===== src/core/rxiq_pkg.sv =====
/*
  Shared constants for the receive baseband correction path: sample widths,
  offset-loop tap limits, gain table layout, indicator timing, FIFO depth.
  Assumes a single 40 MHz clock domain and twos-complement samples.
*/
package rxiq_pkg;
  localparam int ADC_W = 12;
  localparam int DAC_W = 14;
  localparam int COEF_W = 12;
  localparam int COEF_FRAC = 11;
  localparam int TAP_W = 5;
  localparam logic [TAP_W-1:0] TAP_INIT = 5'h0d;
  localparam logic [TAP_W-1:0] TAP_MIN = 5'h0a;
  localparam logic [TAP_W-1:0] TAP_MAX = 5'h12;
  localparam logic [TAP_W-1:0] TAP_LEAD_OFS = 5'h06;
  localparam int ACC_W = ADC_W + 20;
  localparam int MAG_W = ADC_W + 1;
  localparam int PWR_SHIFT = 4;
  localparam int PWR_W = MAG_W + PWR_SHIFT;
  localparam int SETTLE_W = 5;
  localparam logic [SETTLE_W-1:0] SETTLE_N = 5'h10;
  localparam int GAIN_W = 6;
  localparam logic [GAIN_W-1:0] GAIN_CODE_MAX = 6'h2a;
  localparam logic [GAIN_W-1:0] GAIN_CODE_RST = 6'h1d;
  localparam logic [GAIN_W-1:0] GAIN_K_OFS = 6'h06;
  localparam logic [GAIN_W-1:0] GAIN_STEPS_OCT = 6'h0c;
  localparam int MANT_W = 16;
  localparam int MANT_FRAC = 15;
  localparam int PROD_W = 36;
  localparam int CLK_KHZ = 40000;
  localparam int BLINK_HALF_MS = 250;
  localparam int BLINK_HALF_CYC = BLINK_HALF_MS * CLK_KHZ;
  localparam int FIFO_DEPTH = 8;
endpackage


===== src/core/rxiq_path.sv =====
/*
  Receive baseband path: input select, DC offset loop with adaptive tap
  shift, IQ imbalance correction, 0.5 dB digital gain, output FIFO.
  Assumes synchronous 12-bit twos-complement ADC samples in, and a DAC
  consumer that takes words with valid/ready.
*/
`timescale 1ns/1ps
module rxiq_path #(
  parameter int BLINK_CYC = rxiq_pkg::BLINK_HALF_CYC,
  parameter int FIFO_DEPTH = rxiq_pkg::FIFO_DEPTH
) (
  input wire logic clk,
  input wire logic srst,
  input wire logic signed [rxiq_pkg::ADC_W-1:0] demod_i,
  input wire logic signed [rxiq_pkg::ADC_W-1:0] demod_q,
  input wire logic signed [rxiq_pkg::ADC_W-1:0] ext_i,
  input wire logic signed [rxiq_pkg::ADC_W-1:0] ext_q,
  input wire logic in_valid,
  output logic in_ready,
  input wire logic chan_sel,
  input wire logic dc_off_en,
  input wire logic manual_tap_en,
  input wire logic [rxiq_pkg::TAP_W-1:0] manual_tap_shift,
  input wire logic iq_corr_en,
  input wire logic iq_corr_bypass,
  input wire logic signed [rxiq_pkg::COEF_W-1:0] iq_amp_coef,
  input wire logic signed [rxiq_pkg::COEF_W-1:0] iq_phase_coef,
  input wire logic [rxiq_pkg::GAIN_W-1:0] gain_code,
  input wire logic out_data_en,
  output logic signed [rxiq_pkg::DAC_W-1:0] dac_i,
  output logic signed [rxiq_pkg::DAC_W-1:0] dac_q,
  output logic dac_valid,
  input wire logic dac_ready,
  output logic [rxiq_pkg::TAP_W-1:0] tap_shift,
  output logic offset_comp_indicator,
  output logic iq_corr_indicator
);
  import rxiq_pkg::*;

  function automatic logic signed [DAC_W-1:0] sat14(input logic signed [PROD_W-1:0] v);
    logic signed [PROD_W-1:0] hi;
    logic signed [PROD_W-1:0] lo;
    hi = PROD_W'(2 ** (DAC_W - 1) - 1);
    lo = -PROD_W'(2 ** (DAC_W - 1));
    if (v > hi) begin
      sat14 = DAC_W'(hi);
    end else if (v < lo) begin
      sat14 = DAC_W'(lo);
    end else begin
      sat14 = DAC_W'(v);
    end
  endfunction

  function automatic logic [TAP_W-1:0] clamp_tap(input logic [TAP_W-1:0] t);
    if (t < TAP_MIN) begin
      clamp_tap = TAP_MIN;
    end else if (t > TAP_MAX) begin
      clamp_tap = TAP_MAX;
    end else begin
      clamp_tap = t;
    end
  endfunction

  function automatic logic [MAG_W-1:0] mag(input logic signed [ADC_W-1:0] v);
    mag = v[ADC_W-1] ? MAG_W'(-MAG_W'(v)) : MAG_W'(v);
  endfunction

  function automatic logic [TAP_W-1:0] lead_pos(input logic [MAG_W-1:0] v);
    lead_pos = '0;
    for (int b = 0; b < MAG_W; b++) begin
      if (v[b]) begin
        lead_pos = TAP_W'(b);
      end
    end
  endfunction

  // 0.5 dB steps within one octave, Q15 with 1.0 = 16384 << 1
  function automatic logic [MANT_W-1:0] mant(input logic [3:0] f);
    unique case (f)
      4'h0: mant = 16'h4000;
      4'h1: mant = 16'h43cb;
      4'h2: mant = 16'h47cf;
      4'h3: mant = 16'h4c10;
      4'h4: mant = 16'h5092;
      4'h5: mant = 16'h5558;
      4'h6: mant = 16'h5a67;
      4'h7: mant = 16'h5fc2;
      4'h8: mant = 16'h656f;
      4'h9: mant = 16'h6b71;
      4'ha: mant = 16'h71cf;
      4'hb: mant = 16'h788e;
      default: mant = 16'h4000;
    endcase
  endfunction

  // Stall term: the FIFO back-pressure holds the whole pipeline
  logic adv;
  logic fifo_in_ready;
  assign adv = fifo_in_ready || !out_data_en;
  assign in_ready = adv;

  // Stage 0: input select
  logic v0, next_v0;
  logic signed [ADC_W-1:0] i0, q0, next_i0, next_q0;

  always_comb begin
    next_v0 = v0;
    next_i0 = i0;
    next_q0 = q0;
    if (adv) begin
      next_v0 = in_valid;
      next_i0 = chan_sel ? ext_i : demod_i;
      next_q0 = chan_sel ? ext_q : demod_q;
    end
  end

  always_ff @(posedge clk) begin
    if (srst) begin
      v0 <= 1'b0;
      i0 <= '0;
      q0 <= '0;
    end else begin
      v0 <= next_v0;
      i0 <= next_i0;
      q0 <= next_q0;
    end
  end

  // Power estimate and tap selection
  logic [PWR_W-1:0] pwr, next_pwr;
  logic [SETTLE_W-1:0] settle, next_settle;
  logic [TAP_W-1:0] next_tap, auto_tap;
  logic [MAG_W-1:0] pwr_avg;

  assign pwr_avg = MAG_W'(pwr >> PWR_SHIFT);

  always_comb begin
    next_pwr = pwr;
    next_settle = settle;
    if (v0 && adv) begin
      next_pwr = pwr - (pwr >> PWR_SHIFT) + PWR_W'(mag(i0)) + PWR_W'(mag(q0));
      if (settle != SETTLE_N) begin
        next_settle = settle + 1'b1;
      end
    end
    // Louder input gets a longer tap so the loop does not chase the signal
    if (settle != SETTLE_N) begin
      auto_tap = TAP_INIT;
    end else begin
      auto_tap = clamp_tap(lead_pos(pwr_avg) + TAP_LEAD_OFS);
    end
    next_tap = manual_tap_en ? clamp_tap(manual_tap_shift) : auto_tap;
  end

  always_ff @(posedge clk) begin
    if (srst) begin
      pwr <= '0;
      settle <= '0;
      tap_shift <= TAP_INIT;
    end else begin
      pwr <= next_pwr;
      settle <= next_settle;
      tap_shift <= next_tap;
    end
  end

  // Stage 1: DC offset loop, integrator of its own output
  logic v1, next_v1;
  logic signed [ACC_W-1:0] acc_i, acc_q, next_acc_i, next_acc_q;
  logic signed [DAC_W-1:0] i1, q1, next_i1, next_q1;
  logic signed [DAC_W-1:0] dif_i, dif_q;

  always_comb begin
    dif_i = DAC_W'(i0) - DAC_W'(acc_i >>> tap_shift);
    dif_q = DAC_W'(q0) - DAC_W'(acc_q >>> tap_shift);
    next_v1 = v1;
    next_i1 = i1;
    next_q1 = q1;
    next_acc_i = acc_i;
    next_acc_q = acc_q;
    if (adv) begin
      next_v1 = v0;
      // Estimate is kept while disabled so re-enabling does not re-settle
      next_i1 = dc_off_en ? dif_i : DAC_W'(i0);
      next_q1 = dc_off_en ? dif_q : DAC_W'(q0);
      if (v0 && dc_off_en) begin
        next_acc_i = acc_i + ACC_W'(dif_i);
        next_acc_q = acc_q + ACC_W'(dif_q);
      end
    end
  end

  always_ff @(posedge clk) begin
    if (srst) begin
      v1 <= 1'b0;
      i1 <= '0;
      q1 <= '0;
      acc_i <= '0;
      acc_q <= '0;
    end else begin
      v1 <= next_v1;
      i1 <= next_i1;
      q1 <= next_q1;
      acc_i <= next_acc_i;
      acc_q <= next_acc_q;
    end
  end

  // Stage 2: IQ imbalance correction on the Q rail
  logic v2, next_v2;
  logic iq_active;
  logic signed [DAC_W-1:0] i2, q2, next_i2, next_q2;
  logic signed [PROD_W-1:0] iq_prod;

  assign iq_active = iq_corr_en && !iq_corr_bypass;

  always_comb begin
    iq_prod = PROD_W'(q1) * PROD_W'(iq_amp_coef) + PROD_W'(i1) * PROD_W'(iq_phase_coef);
    next_v2 = v2;
    next_i2 = i2;
    next_q2 = q2;
    if (adv) begin
      next_v2 = v1;
      next_i2 = i1;
      next_q2 = iq_active ? sat14(PROD_W'(q1) + (iq_prod >>> COEF_FRAC)) : q1;
    end
  end

  always_ff @(posedge clk) begin
    if (srst) begin
      v2 <= 1'b0;
      i2 <= '0;
      q2 <= '0;
    end else begin
      v2 <= next_v2;
      i2 <= next_i2;
      q2 <= next_q2;
    end
  end

  // Stage 3: gain, unity sample weight so 12 dB fills the 14-bit range
  logic [GAIN_W-1:0] code_c, gain_k;
  logic [2:0] gain_oct;
  logic [3:0] gain_frac;
  logic signed [PROD_W-1:0] gmul, g_i, g_q;
  logic signed [DAC_W-1:0] o_i, o_q;

  always_comb begin
    code_c = (gain_code > GAIN_CODE_MAX) ? GAIN_CODE_MAX : gain_code;
    // Octave split keeps the table at 12 entries; 6.02 vs 6 dB per octave
    gain_k = code_c + GAIN_K_OFS;
    gain_oct = 3'(gain_k / GAIN_STEPS_OCT);
    gain_frac = 4'(gain_k % GAIN_STEPS_OCT);
    gmul = PROD_W'(mant(gain_frac)) <<< gain_oct;
    g_i = (PROD_W'(i2) * gmul) >>> MANT_FRAC;
    g_q = (PROD_W'(q2) * gmul) >>> MANT_FRAC;
    o_i = sat14(g_i);
    o_q = sat14(g_q);
  end

  // Output FIFO; disabled output drops samples instead of stalling
  logic fifo_out_valid;
  logic [2*DAC_W-1:0] fifo_out;

  rxiq_fifo #(
    .WIDTH(2 * DAC_W),
    .DEPTH(FIFO_DEPTH)
  ) u_fifo (
    .clk(clk),
    .srst(srst),
    .in_data({o_i, o_q}),
    .in_valid(v2 && out_data_en),
    .in_ready(fifo_in_ready),
    .out_data(fifo_out),
    .out_valid(fifo_out_valid),
    .out_ready(dac_ready)
  );

  assign dac_i = fifo_out[2*DAC_W-1:DAC_W];
  assign dac_q = fifo_out[DAC_W-1:0];
  assign dac_valid = fifo_out_valid;

  // Indicator blink timebase
  logic [31:0] blink_cnt, next_blink_cnt;
  logic blink, next_blink;
  logic next_offset_comp_indicator, next_iq_corr_indicator;

  always_comb begin
    next_blink_cnt = blink_cnt + 32'h1;
    next_blink = blink;
    if (blink_cnt >= 32'(BLINK_CYC - 1)) begin
      next_blink_cnt = '0;
      next_blink = !blink;
    end
    next_offset_comp_indicator = dc_off_en && next_blink;
    next_iq_corr_indicator = iq_active && next_blink;
  end

  always_ff @(posedge clk) begin
    if (srst) begin
      blink_cnt <= '0;
      blink <= 1'b0;
      offset_comp_indicator <= 1'b0;
      iq_corr_indicator <= 1'b0;
    end else begin
      blink_cnt <= next_blink_cnt;
      blink <= next_blink;
      offset_comp_indicator <= next_offset_comp_indicator;
      iq_corr_indicator <= next_iq_corr_indicator;
    end
  end
endmodule


===== src/core/rxiq_fifo.sv =====
/*
  Flip-flop FIFO with valid/ready on both sides.
  Assumes one clock and a synchronous active-high reset.
*/
`timescale 1ns/1ps
module rxiq_fifo #(
  parameter int WIDTH = 28,
  parameter int DEPTH = 8
) (
  input wire logic clk,
  input wire logic srst,
  input wire logic [WIDTH-1:0] in_data,
  input wire logic in_valid,
  output logic in_ready,
  output logic [WIDTH-1:0] out_data,
  output logic out_valid,
  input wire logic out_ready
);
  localparam int AW = $clog2(DEPTH);
  localparam logic [AW:0] FULL = (AW+1)'(DEPTH);
  localparam logic [AW-1:0] LAST = AW'(DEPTH - 1);

  logic [WIDTH-1:0] mem [DEPTH];
  logic [WIDTH-1:0] next_mem [DEPTH];
  logic [AW-1:0] wr_ptr, next_wr_ptr, rd_ptr, next_rd_ptr;
  logic [AW:0] count, next_count;
  logic push, pop;

  // Honest full: ready drops only when every slot holds data
  assign in_ready = (count != FULL);
  assign out_valid = (count != '0);
  assign out_data = mem[rd_ptr];
  assign push = in_valid && in_ready;
  assign pop = out_valid && out_ready;

  always_comb begin
    next_mem = mem;
    next_wr_ptr = wr_ptr;
    next_rd_ptr = rd_ptr;
    next_count = count;
    if (push) begin
      next_mem[wr_ptr] = in_data;
      next_wr_ptr = (wr_ptr == LAST) ? '0 : wr_ptr + 1'b1;
    end
    if (pop) begin
      next_rd_ptr = (rd_ptr == LAST) ? '0 : rd_ptr + 1'b1;
    end
    if (push && !pop) begin
      next_count = count + 1'b1;
    end else if (pop && !push) begin
      next_count = count - 1'b1;
    end
  end

  always_ff @(posedge clk) begin
    mem <= next_mem;
    if (srst) begin
      wr_ptr <= '0;
      rd_ptr <= '0;
      count <= '0;
    end else begin
      wr_ptr <= next_wr_ptr;
      rd_ptr <= next_rd_ptr;
      count <= next_count;
    end
  end
endmodule


===== config.mk =====
export PLATFORM = sky130hd
export DESIGN_NAME = rxiq_path
export DESIGN_NICKNAME = d
export VERILOG_FILES = /design/src/core/rxiq_pkg.sv /design/src/core/rxiq_path.sv /design/src/core/rxiq_fifo.sv
export SDC_FILE = /design/constraint.sdc
export NUM_CORES = 2
export LEC_CHECK = 0
export BUFFER_PORTS_ARGS = -buffer_cell sky130_fd_sc_hd__buf_2
export CORE_MARGIN = 2
export CORE_UTILIZATION = 55
export CTS_CLUSTER_DIAMETER = 80
export DETAILED_ROUTE_END_ITERATION = 12
export PLACE_DENSITY = 0.73
export SYNTH_ARGS = -nofsm -noshare
export SYNTH_HDL_FRONTEND = slang
export SYNTH_SLANG_ARGS = --single-unit

===== constraint.sdc =====
create_clock -name clk -period 27.8 [get_ports clk]
set_input_delay 4.17 -clock clk [delete_from_list [all_inputs] [get_ports clk]]
set_output_delay 4.17 -clock clk [all_outputs]
set_load 0.01 [all_outputs]

======== Yosys cells after proc, flatten, opt, wreduce, memory -nomap -nowiden ========
Memories as Yosys holds them, arrays and structs flattened.
Cells that the tools add are included.
storage, ports and cells
  register bits after elaboration ......... 443
  bits in latches ......................... 0
  RAM bits ................................ 0
  ROM bits ................................ 224
  input bits .............................. 93
  output and inout bits ................... 37
  logic and storage cells ................. 145
  memories kept ........................... 1
cells by class
  add/sub/neg operators ................... 19
  multipliers ............................. 4
  divide/modulo/power cells ............... 2
  $lt $le $gt $ge ......................... 15
  equal/unequal tests ..................... 4
  shift-type cells ........................ 3
  mux-type cells .......................... 44
  bitwise gates (word level) .............. 2
  reductions and logical operators ........ 22
memories
  memory            depth  width  read ports  clocked after Yosys merged registers in  wr ports  line             source
  (name not given)  16     14     1           0                                        0         rxiq_path.sv:79  unique case (f)
operators with widths
  operator                                                                           number
  224-bit bitwise mux                                                                1
  14-bit 2-to-1 mux                                                                  9
  5-bit 2-to-1 mux                                                                   18
  28-bit binary-select mux with 3-bit select                                         1
  28-bit demux with 3-bit select                                                     1
  28-bit 2-to-1 mux                                                                  3
  14-bit by 36-bit multiplier with 36-bit output                                     2
  32-bit by 14-bit adder with 32-bit output                                          2
  32-bit by 5-bit >>> shifter with 14-bit output                                     2
  14-bit by 12-bit multiplier with 26-bit output                                     2
  21-bit by 14-bit greater-than comparator with 1-bit output, second input constant  2
  21-bit by 14-bit less-than comparator with 1-bit output, second input constant     2
  16-bit by 3-bit <<< shifter with 36-bit output                                     1
  17-bit by 13-bit adder with 17-bit output                                          2
  32-bit by 1-bit adder with 32-bit output, second input constant                    1
  32-bit by 24-bit >= comparator with 1-bit output, second input constant            1
  12-bit by 14-bit subtractor with 14-bit output                                     2
  26-bit by 26-bit adder with 27-bit output                                          1
  13-bit 2-to-1 mux                                                                  2
  12-bit negation with 13-bit output                                                 2
  12-bit 2-to-1 mux                                                                  2
  14-bit by 16-bit adder with 17-bit output                                          1
  17-bit by 14-bit greater-than comparator with 1-bit output, second input constant  1
  17-bit by 14-bit less-than comparator with 1-bit output, second input constant     1
  other kinds (29)                                                                   53

======== Logic depth before layout (Yosys ltp) ========
  word-level depth ........................ 19
  mapped depth ............................ 49
  gate-level depth less buffers ........... 44

======== Hierarchy ========
Synthesis repeated with hierarchy kept, for this count alone.
second synthesis, totals
  cell total of the unflattened synthesis .. 6237
  area total of the unflattened synthesis .. 59417.0 um2
by module, submodules not included
  module     times used  cells an instance  area an instance (um2)  seq. area each (um2)
  rxiq_path  1           5841               50317.0                 4184.0
  rxiq_fifo  1           396                9100.0                  6926.6

======== Least setup slack after synthesis ========
OpenSTA, ideal clock, no wires.
  kind .................................... in2reg
  start point ............................. input gain_code[3] in the netlist's numbering
  end point ............................... register u_fifo.mem[120] in the netlist's numbering (data pin)
  library setup time ...................... 0.273 ns
  arrival ................................. 14.522 ns
  required time ........................... 27.527 ns
  setup slack ............................. 13.005 ns
  stages on the path ...................... 43
  path buffers ............................ 6
  cells stage by stage .................... clkbuf_1 > a21o_1 > a21o_1 > inv_1 > ha_1 > clkbuf_1 > inv_1 > a311o_1 > or2_2 > clkbuf_1 > clkbuf_1 > a21oi_1 > mux2_2 > mux2i_1 > nor2_1 > a21oi_1 > clkbuf_1 > nand2b_1 > [... 7 more ...] > fa_1 > inv_1 > ha_1 > a21o_1 > a21o_1 > a21oi_1 > o21ai_0 > a31o_2 > nor2_1 > o311ai_1 > a31oi_1 > a2bb2oi_2 > a221oi_1 > o21bai_1 > xnor2_1 > a41o_1 > clkbuf_1 > a21o_1
between the ends
  longest elaborated chain between the ends .. 11
  elaborated cells on any way between the ends .. 13
  those cells by class .................... 1 x add/sub; 1 x mul; 2 x div; 3 x order compare; 1 x shift; 4 x mux; 1 x memory
ends and longest elaborated chain
  item                                                     line              source
  from (decl)                                              rxiq_path.sv:28   input wire logic [rxiq_pkg::GAIN_W-1:0] gain_code,
  6-bit greater-than comparator                            rxiq_path.sv:249  code_c = (gain_code > GAIN_CODE_MAX) ? GAIN_CODE_MAX : gain_code;
  6-bit 2-to-1 mux *                                       rxiq_path.sv:249
  6-bit by 3-bit adder with 6-bit output *                 rxiq_path.sv:251  gain_k = code_c + GAIN_K_OFS;
  6-bit by 4-bit remainder unit with 6-bit output          rxiq_path.sv:253  gain_frac = 4'(gain_k % GAIN_STEPS_OCT);
  memory 16 x 14 bit                                       n/a
  16-bit by 3-bit <<< shifter with 36-bit output *         rxiq_path.sv:254  gmul = PROD_W'(mant(gain_frac)) <<< gain_oct;
  14-bit by 36-bit multiplier with 36-bit output *         rxiq_path.sv:256  g_q = (PROD_W'(q2) * gmul) >>> MANT_FRAC;
  21-bit by 14-bit less-than comparator with 1-bit output  rxiq_path.sv:47   end else if (v < lo) begin
  14-bit 2-to-1 mux                                        rxiq_path.sv:47
  14-bit 2-to-1 mux *                                      rxiq_path.sv:45   if (v > hi) begin
  net o_q[8]                                               rxiq_path.sv:246  logic signed [DAC_W-1:0] o_i, o_q;
  224-bit bitwise mux *                                    rxiq_fifo.sv:42   next_mem[wr_ptr] = in_data;
  to (signal assigned)                                     rxiq_fifo.sv:56   mem <= next_mem;
  to (decl)                                                rxiq_fifo.sv:23   logic [WIDTH-1:0] mem [DEPTH];
Mark *: on every way through the listed nets, which the timed path passes. The rest lies on a longest branch.
A chain may end at the register's enable or synchronous reset.

======== Worst setup path after layout ========
  start point ............................. input gain_code[3] in the netlist's numbering
  end point ............................... register u_fifo.mem[184] in the netlist's numbering (data pin)
between the ends
  longest elaborated chain between the ends .. 11
  elaborated cells on any way between the ends .. 13
  those cells by class .................... 1 x add/sub; 1 x mul; 2 x div; 3 x order compare; 1 x shift; 4 x mux; 1 x memory
ends and longest elaborated chain
  item                                                     line              source
  6-bit greater-than comparator                            rxiq_path.sv:249
  6-bit 2-to-1 mux *                                       rxiq_path.sv:249
  6-bit by 3-bit adder with 6-bit output *                 rxiq_path.sv:251
  6-bit by 4-bit remainder unit with 6-bit output          rxiq_path.sv:253
  memory 16 x 14 bit                                       n/a
  16-bit by 3-bit <<< shifter with 36-bit output *         rxiq_path.sv:254
  14-bit by 36-bit multiplier with 36-bit output *         rxiq_path.sv:255  g_i = (PROD_W'(i2) * gmul) >>> MANT_FRAC;
  21-bit by 14-bit less-than comparator with 1-bit output  rxiq_path.sv:47
  14-bit 2-to-1 mux                                        rxiq_path.sv:47
  14-bit 2-to-1 mux *                                      rxiq_path.sv:45
  net o_i[2]                                               rxiq_path.sv:246
  224-bit bitwise mux *                                    rxiq_fifo.sv:42
Marks and branches as above.

==> impl.org <==
** Critical path
- Timing startpoint of the critical path :: gain_code[3]
- Grouping stages by cell kind, the critical path spends the most delay in compound AO/OA/AOI/OAI gates.
- STA puts the critical path data required time at 28.03 ns.
- Critical Path Fanout Max :: 28
- Top cell by count, worst path :: sky130_fd_sc_hd__fa_1
- Together, buffers and inverters on the worst path number 7.
- The largest single stage delay on the critical path is 0.89 ns.
- The worst setup path is captured at a flip-flop.
- CP max stage cell :: sky130_fd_sc_hd__a21oi_1
- Reg-to-reg startpoint :: i1[3]
- STA puts the critical path data arrival time at 15.97 ns.
- STA classifies the critical path startpoint as an input pin.
- By startpoint and endpoint, the worst setup path is classified as in2reg.

** Placement
- Number of instances in the placed design :: 7611
- The congestion estimate from routability-driven global placement came to 0.889.
- Total half-perimeter wirelength after legalization and detailed placement :: 110 mm
- Cell area after placement :: 61800 um2
- IO buf count :: 129

** Floorplanning
- During I/O placement, the number of pins put on the boundary was 130.
- Standard-cell row count :: 120
- Measured along the y axis, the die boundary spans 334 um.
- In this run the standard cell core region covers 107000 um2.
- Die Wd :: 334 um
- Starting Density :: 55.6%
- Total die area :: 111000 um2

** CTS
- The clock drives 443 sinks.
- After clock tree synthesis, the repair step resized 0 gates.
- TritonCTS built the clock tree.
- In this run, post-CTS hold repair placed 0 buffers.
- Maximum root-to-sink buffer count :: 3
- Clock H-tree levels :: 2
- Clk Tree Root Cell :: sky130_fd_sc_hd__clkbuf_16
- Num CTS Buffers :: 50
- Clock-pin slew reported for the worst setup and hold paths after clock tree synthesis :: 0.07 ns
- Once the clock tree was built, the setup fixing pass inserted 0 buffers.
- Clock latency on the worst-skew pair, taken at its later pin, is 0.64 ns.

** Run
- Maximum capacitance violations :: 0

** STA
- The number of hold violations in the final report is 0.
- Number of max-slew violations in the final report :: 0
- Measured against its own limit, the worst slew margin works out to 15.2%.
- Timing would allow up to 63.5 MHz.
- Final critical delay including setup and external delays :: 15.74 ns
- For the pin with the worst max-slew slack, the measured transition is 1.25 ns.
- Unrepaired setup endpoints after global routing :: no
- The final critical path takes up 56.6% of the cycle.
- Final-report setup violation count :: 0
- Largest clock skew in the final design :: 0.0317 ns
- Setup total negative slack on the finished layout was measured at 0 ns.

** Drt
- For this run, design rule violations remaining after detail routing come to 0.
- The first TritonRoute pass finished after 6 iterations.
- Count of nets left with antenna violations after detail routing :: 0
- Mean routed wirelength per cell :: 18.7 um
- After detailed routing, the number of vias per cell comes to 5.66.
- The routed design has 144 mm of wire.
- Total via count in the routed design :: 43600
- Initial detailed-routing violation count :: 2945

** Logic synthesis
- Area share of the largest cell type after synthesis :: 29.2%
- The synthesized netlist occupies a cell area of 59700 um2.
- Syn avg cell area :: 9.51 um2
- Flops & latches, synth :: 443
- Ranking of synthesized cells by area :: sky130_fd_sc_hd__fa_1 (29%), sky130_fd_sc_hd__edfxtp_1 (11%), sky130_fd_sc_hd__ha_1 (9.8%)
- Share of async-settable or async-resettable flops after synthesis :: 0%
- In the synthesized netlist, the number of instances is 6280.
- Yosys printed 0 warnings.
- Yosys mapped a number of flops with a built-in enable equal to 224.
- Counting distinct cell types in the post-synthesis netlist gives 87.
- For this run, the leading register cell type out of synthesis is sky130_fd_sc_hd__edfxtp_1.
- Seq/Total Area, Yosys :: 18.6%
- The biggest area contributor in the post-synthesis netlist is sky130_fd_sc_hd__fa_1.

** Layout
- In the final layout, flip-flops and latches occupy 11100 um2.
- Total Nets Final :: 7691
- Once layout is complete, the utilization of the core stands at 59.2%.
- Layout cell share with drive strength beyond 1 :: 8.35%
- Summing all multi-input logic gate instances after layout gives 43600 um2.
- Once layout is done, the placed cells without fillers occupy 63600 um2.
- P&R area growth vs syn :: 6.42%
- Once layout is complete, the cells apart from fillers number 7704.
- Inserted Diodes :: 0
- Filler cell count in the final layout :: 9095

** Global routing
- For this run, global-route usage on met1 was measured as 35.3%.
- Met2 routing resource usage after global routing :: 44.7%
- Global routing finished with a remaining overflow of 0.
- Via count of the first global-routing pass :: 45450
- Total track usage :: 26.8%
- Number of antenna violations at the first check in global routing :: 1
- First-pass GRT wire length :: 239 mm
- GRT busiest layer :: met2
- For met3 alone, demand over resource in global routing was 4.29%.
- Pin count of the biggest net entering global routing :: 104

** Outcome
- The run finished with clean final reports.

** Worst hold path
- In this run the most critical hold path is launched from v1.
- In this run the worst hold path is classified as reg2reg.
[stage by stage]
stage | hold slack, ns | setup WS [ns]
after floorplan | 0.430 | 13.00
final | 0.474 | 12.06
after global placement | 0.442 | 11.69
after global routing | 0.479 | 11.26
after CTS | 0.467 | 12.19
after detailed placement | 0.444 | 11.55
[flip-flops by register name, summed over array words and instances (netlist names), 17 cells and up]
name	cells
u_fifo.mem	224
acc_i	32
acc_q	32
blink_cnt	32
pwr	17
[kinds of logic (layout without fill, tap and decap cells)]
group                      after synthesis  count (layout)  share of synthesized area (%)
adders and majority gates             1338            1338                           39.0
and+or+nand+nor                       1776            1776                           14.2
other                                    2              36                         0.0126
buffers and inverters                 1398            1385                           8.81
muxes                                  285             285                           7.35
DFF                                    443             443                           18.6
xor gates and xnor gates               220             220                           3.23
AOI/OAI and AO/OA                      818             818                           8.79
[synthesized netlist by cell type, types with 12 or more instances]
cell / instances
sky130_fd_sc_hd__mux4_2: 119
sky130_fd_sc_hd__a21oi_1: 279
sky130_fd_sc_hd__a31o_2: 12
sky130_fd_sc_hd__mux2_2: 39
sky130_fd_sc_hd__a211oi_1: 78
sky130_fd_sc_hd__a31oi_1: 15
sky130_fd_sc_hd__fa_1: 872
sky130_fd_sc_hd__or2_2: 12
sky130_fd_sc_hd__nand3_1: 44
sky130_fd_sc_hd__nand2_1: 750
sky130_fd_sc_hd__edfxtp_1: 224
sky130_fd_sc_hd__or3_1: 22
sky130_fd_sc_hd__xnor2_1: 154
sky130_fd_sc_hd__buf_1: 21
sky130_fd_sc_hd__dfxtp_1: 219
sky130_fd_sc_hd__ha_1: 466
sky130_fd_sc_hd__and3_1: 32
sky130_fd_sc_hd__o21ai_0: 137
sky130_fd_sc_hd__a21boi_0: 14
sky130_fd_sc_hd__nand4_1: 20
sky130_fd_sc_hd__nor2b_1: 72
sky130_fd_sc_hd__mux2i_1: 127
sky130_fd_sc_hd__inv_1: 1089
sky130_fd_sc_hd__clkbuf_1: 283
sky130_fd_sc_hd__nor2_1: 289
sky130_fd_sc_hd__nand2b_1: 69
sky130_fd_sc_hd__o31ai_1: 15
sky130_fd_sc_hd__nor4_1: 16
sky130_fd_sc_hd__and2_1: 369
sky130_fd_sc_hd__xor2_1: 66
sky130_fd_sc_hd__nor3_1: 45
sky130_fd_sc_hd__a21o_1: 96
sky130_fd_sc_hd__o211ai_1: 31
sky130_fd_sc_hd__o21a_1: 25
sky130_fd_sc_hd__o21bai_1: 22
[worst register-to-register path, delay by kind of cell, from the launching register on]
| kind | cells | cell delay [ns] |
|---|---|---|
| compound gates | 17 | 4.18 |
| xor+xnor | 1 | 0.21 |
| fa+ha+maj | 10 | 4.42 |
| buf+inv | 4 | 0.23 |
| flops | 1 | 0.82 |
| simple gates | 2 | 0.32 |
[placed cells by master, fill, tap and decap left out, types with 14 or more instances in the layout]
master / n
sky130_fd_sc_hd__nand2_1: 749
sky130_fd_sc_hd__a31oi_1: 15
sky130_fd_sc_hd__nand4_1: 20
sky130_fd_sc_hd__edfxtp_1: 224
sky130_fd_sc_hd__dfxtp_1: 215
sky130_fd_sc_hd__conb_1: 36
sky130_fd_sc_hd__clkbuf_16: 53
sky130_fd_sc_hd__mux2i_1: 122
sky130_fd_sc_hd__nor3_1: 39
sky130_fd_sc_hd__o211ai_1: 31
sky130_fd_sc_hd__mux4_2: 119
sky130_fd_sc_hd__xor2_1: 66
sky130_fd_sc_hd__o21bai_1: 22
sky130_fd_sc_hd__o31ai_1: 14
sky130_fd_sc_hd__mux2_2: 39
sky130_fd_sc_hd__nor2b_1: 72
sky130_fd_sc_hd__o21a_1: 25
sky130_fd_sc_hd__nor4_1: 15
sky130_fd_sc_hd__and3_1: 30
sky130_fd_sc_hd__buf_2: 128
sky130_fd_sc_hd__a211oi_1: 78
sky130_fd_sc_hd__ha_1: 466
sky130_fd_sc_hd__xnor2_1: 153
sky130_fd_sc_hd__nand2b_1: 69
sky130_fd_sc_hd__fa_1: 872
sky130_fd_sc_hd__inv_1: 1089
sky130_fd_sc_hd__buf_4: 72
sky130_fd_sc_hd__o21ai_0: 137
sky130_fd_sc_hd__nor2_1: 281
sky130_fd_sc_hd__or3_1: 22
sky130_fd_sc_hd__a21oi_1: 277
sky130_fd_sc_hd__and2_1: 369
sky130_fd_sc_hd__nand3_1: 44
sky130_fd_sc_hd__a21o_1: 96
[worst paths after layout]
path	to	slack, ns	depth (start not counted)
setup reg to reg	q2[12]	17.54	34
hold / removal	v1	0.47	2
hold reg to reg	v1	0.47	2
setup / recovery	u_fifo.mem[184]	12.06	42
[layer usage]
metal,wire length [um],vias to the layer above,share of wire [%]
li1,-,20132,-
met1,59500,21766,41
met2,69700,1398,48
met3,9580,302,6.6
met4,5450,2,3.8
met5,15,-,0.010
[final cells by class]
type                    count  share of cell area [%]
flip-flops and latches    443                    17.5
clock inverters            35                   0.654
multi-input cells        4473                    68.6
well taps                1403                    2.76
clock buffers              58                    2.15
repair buffers            201                    1.88
inverters                1091                    6.45
Power is not shown: default switching activity piles up to over one toggle a cycle in this logic, so the estimate is an artifact.
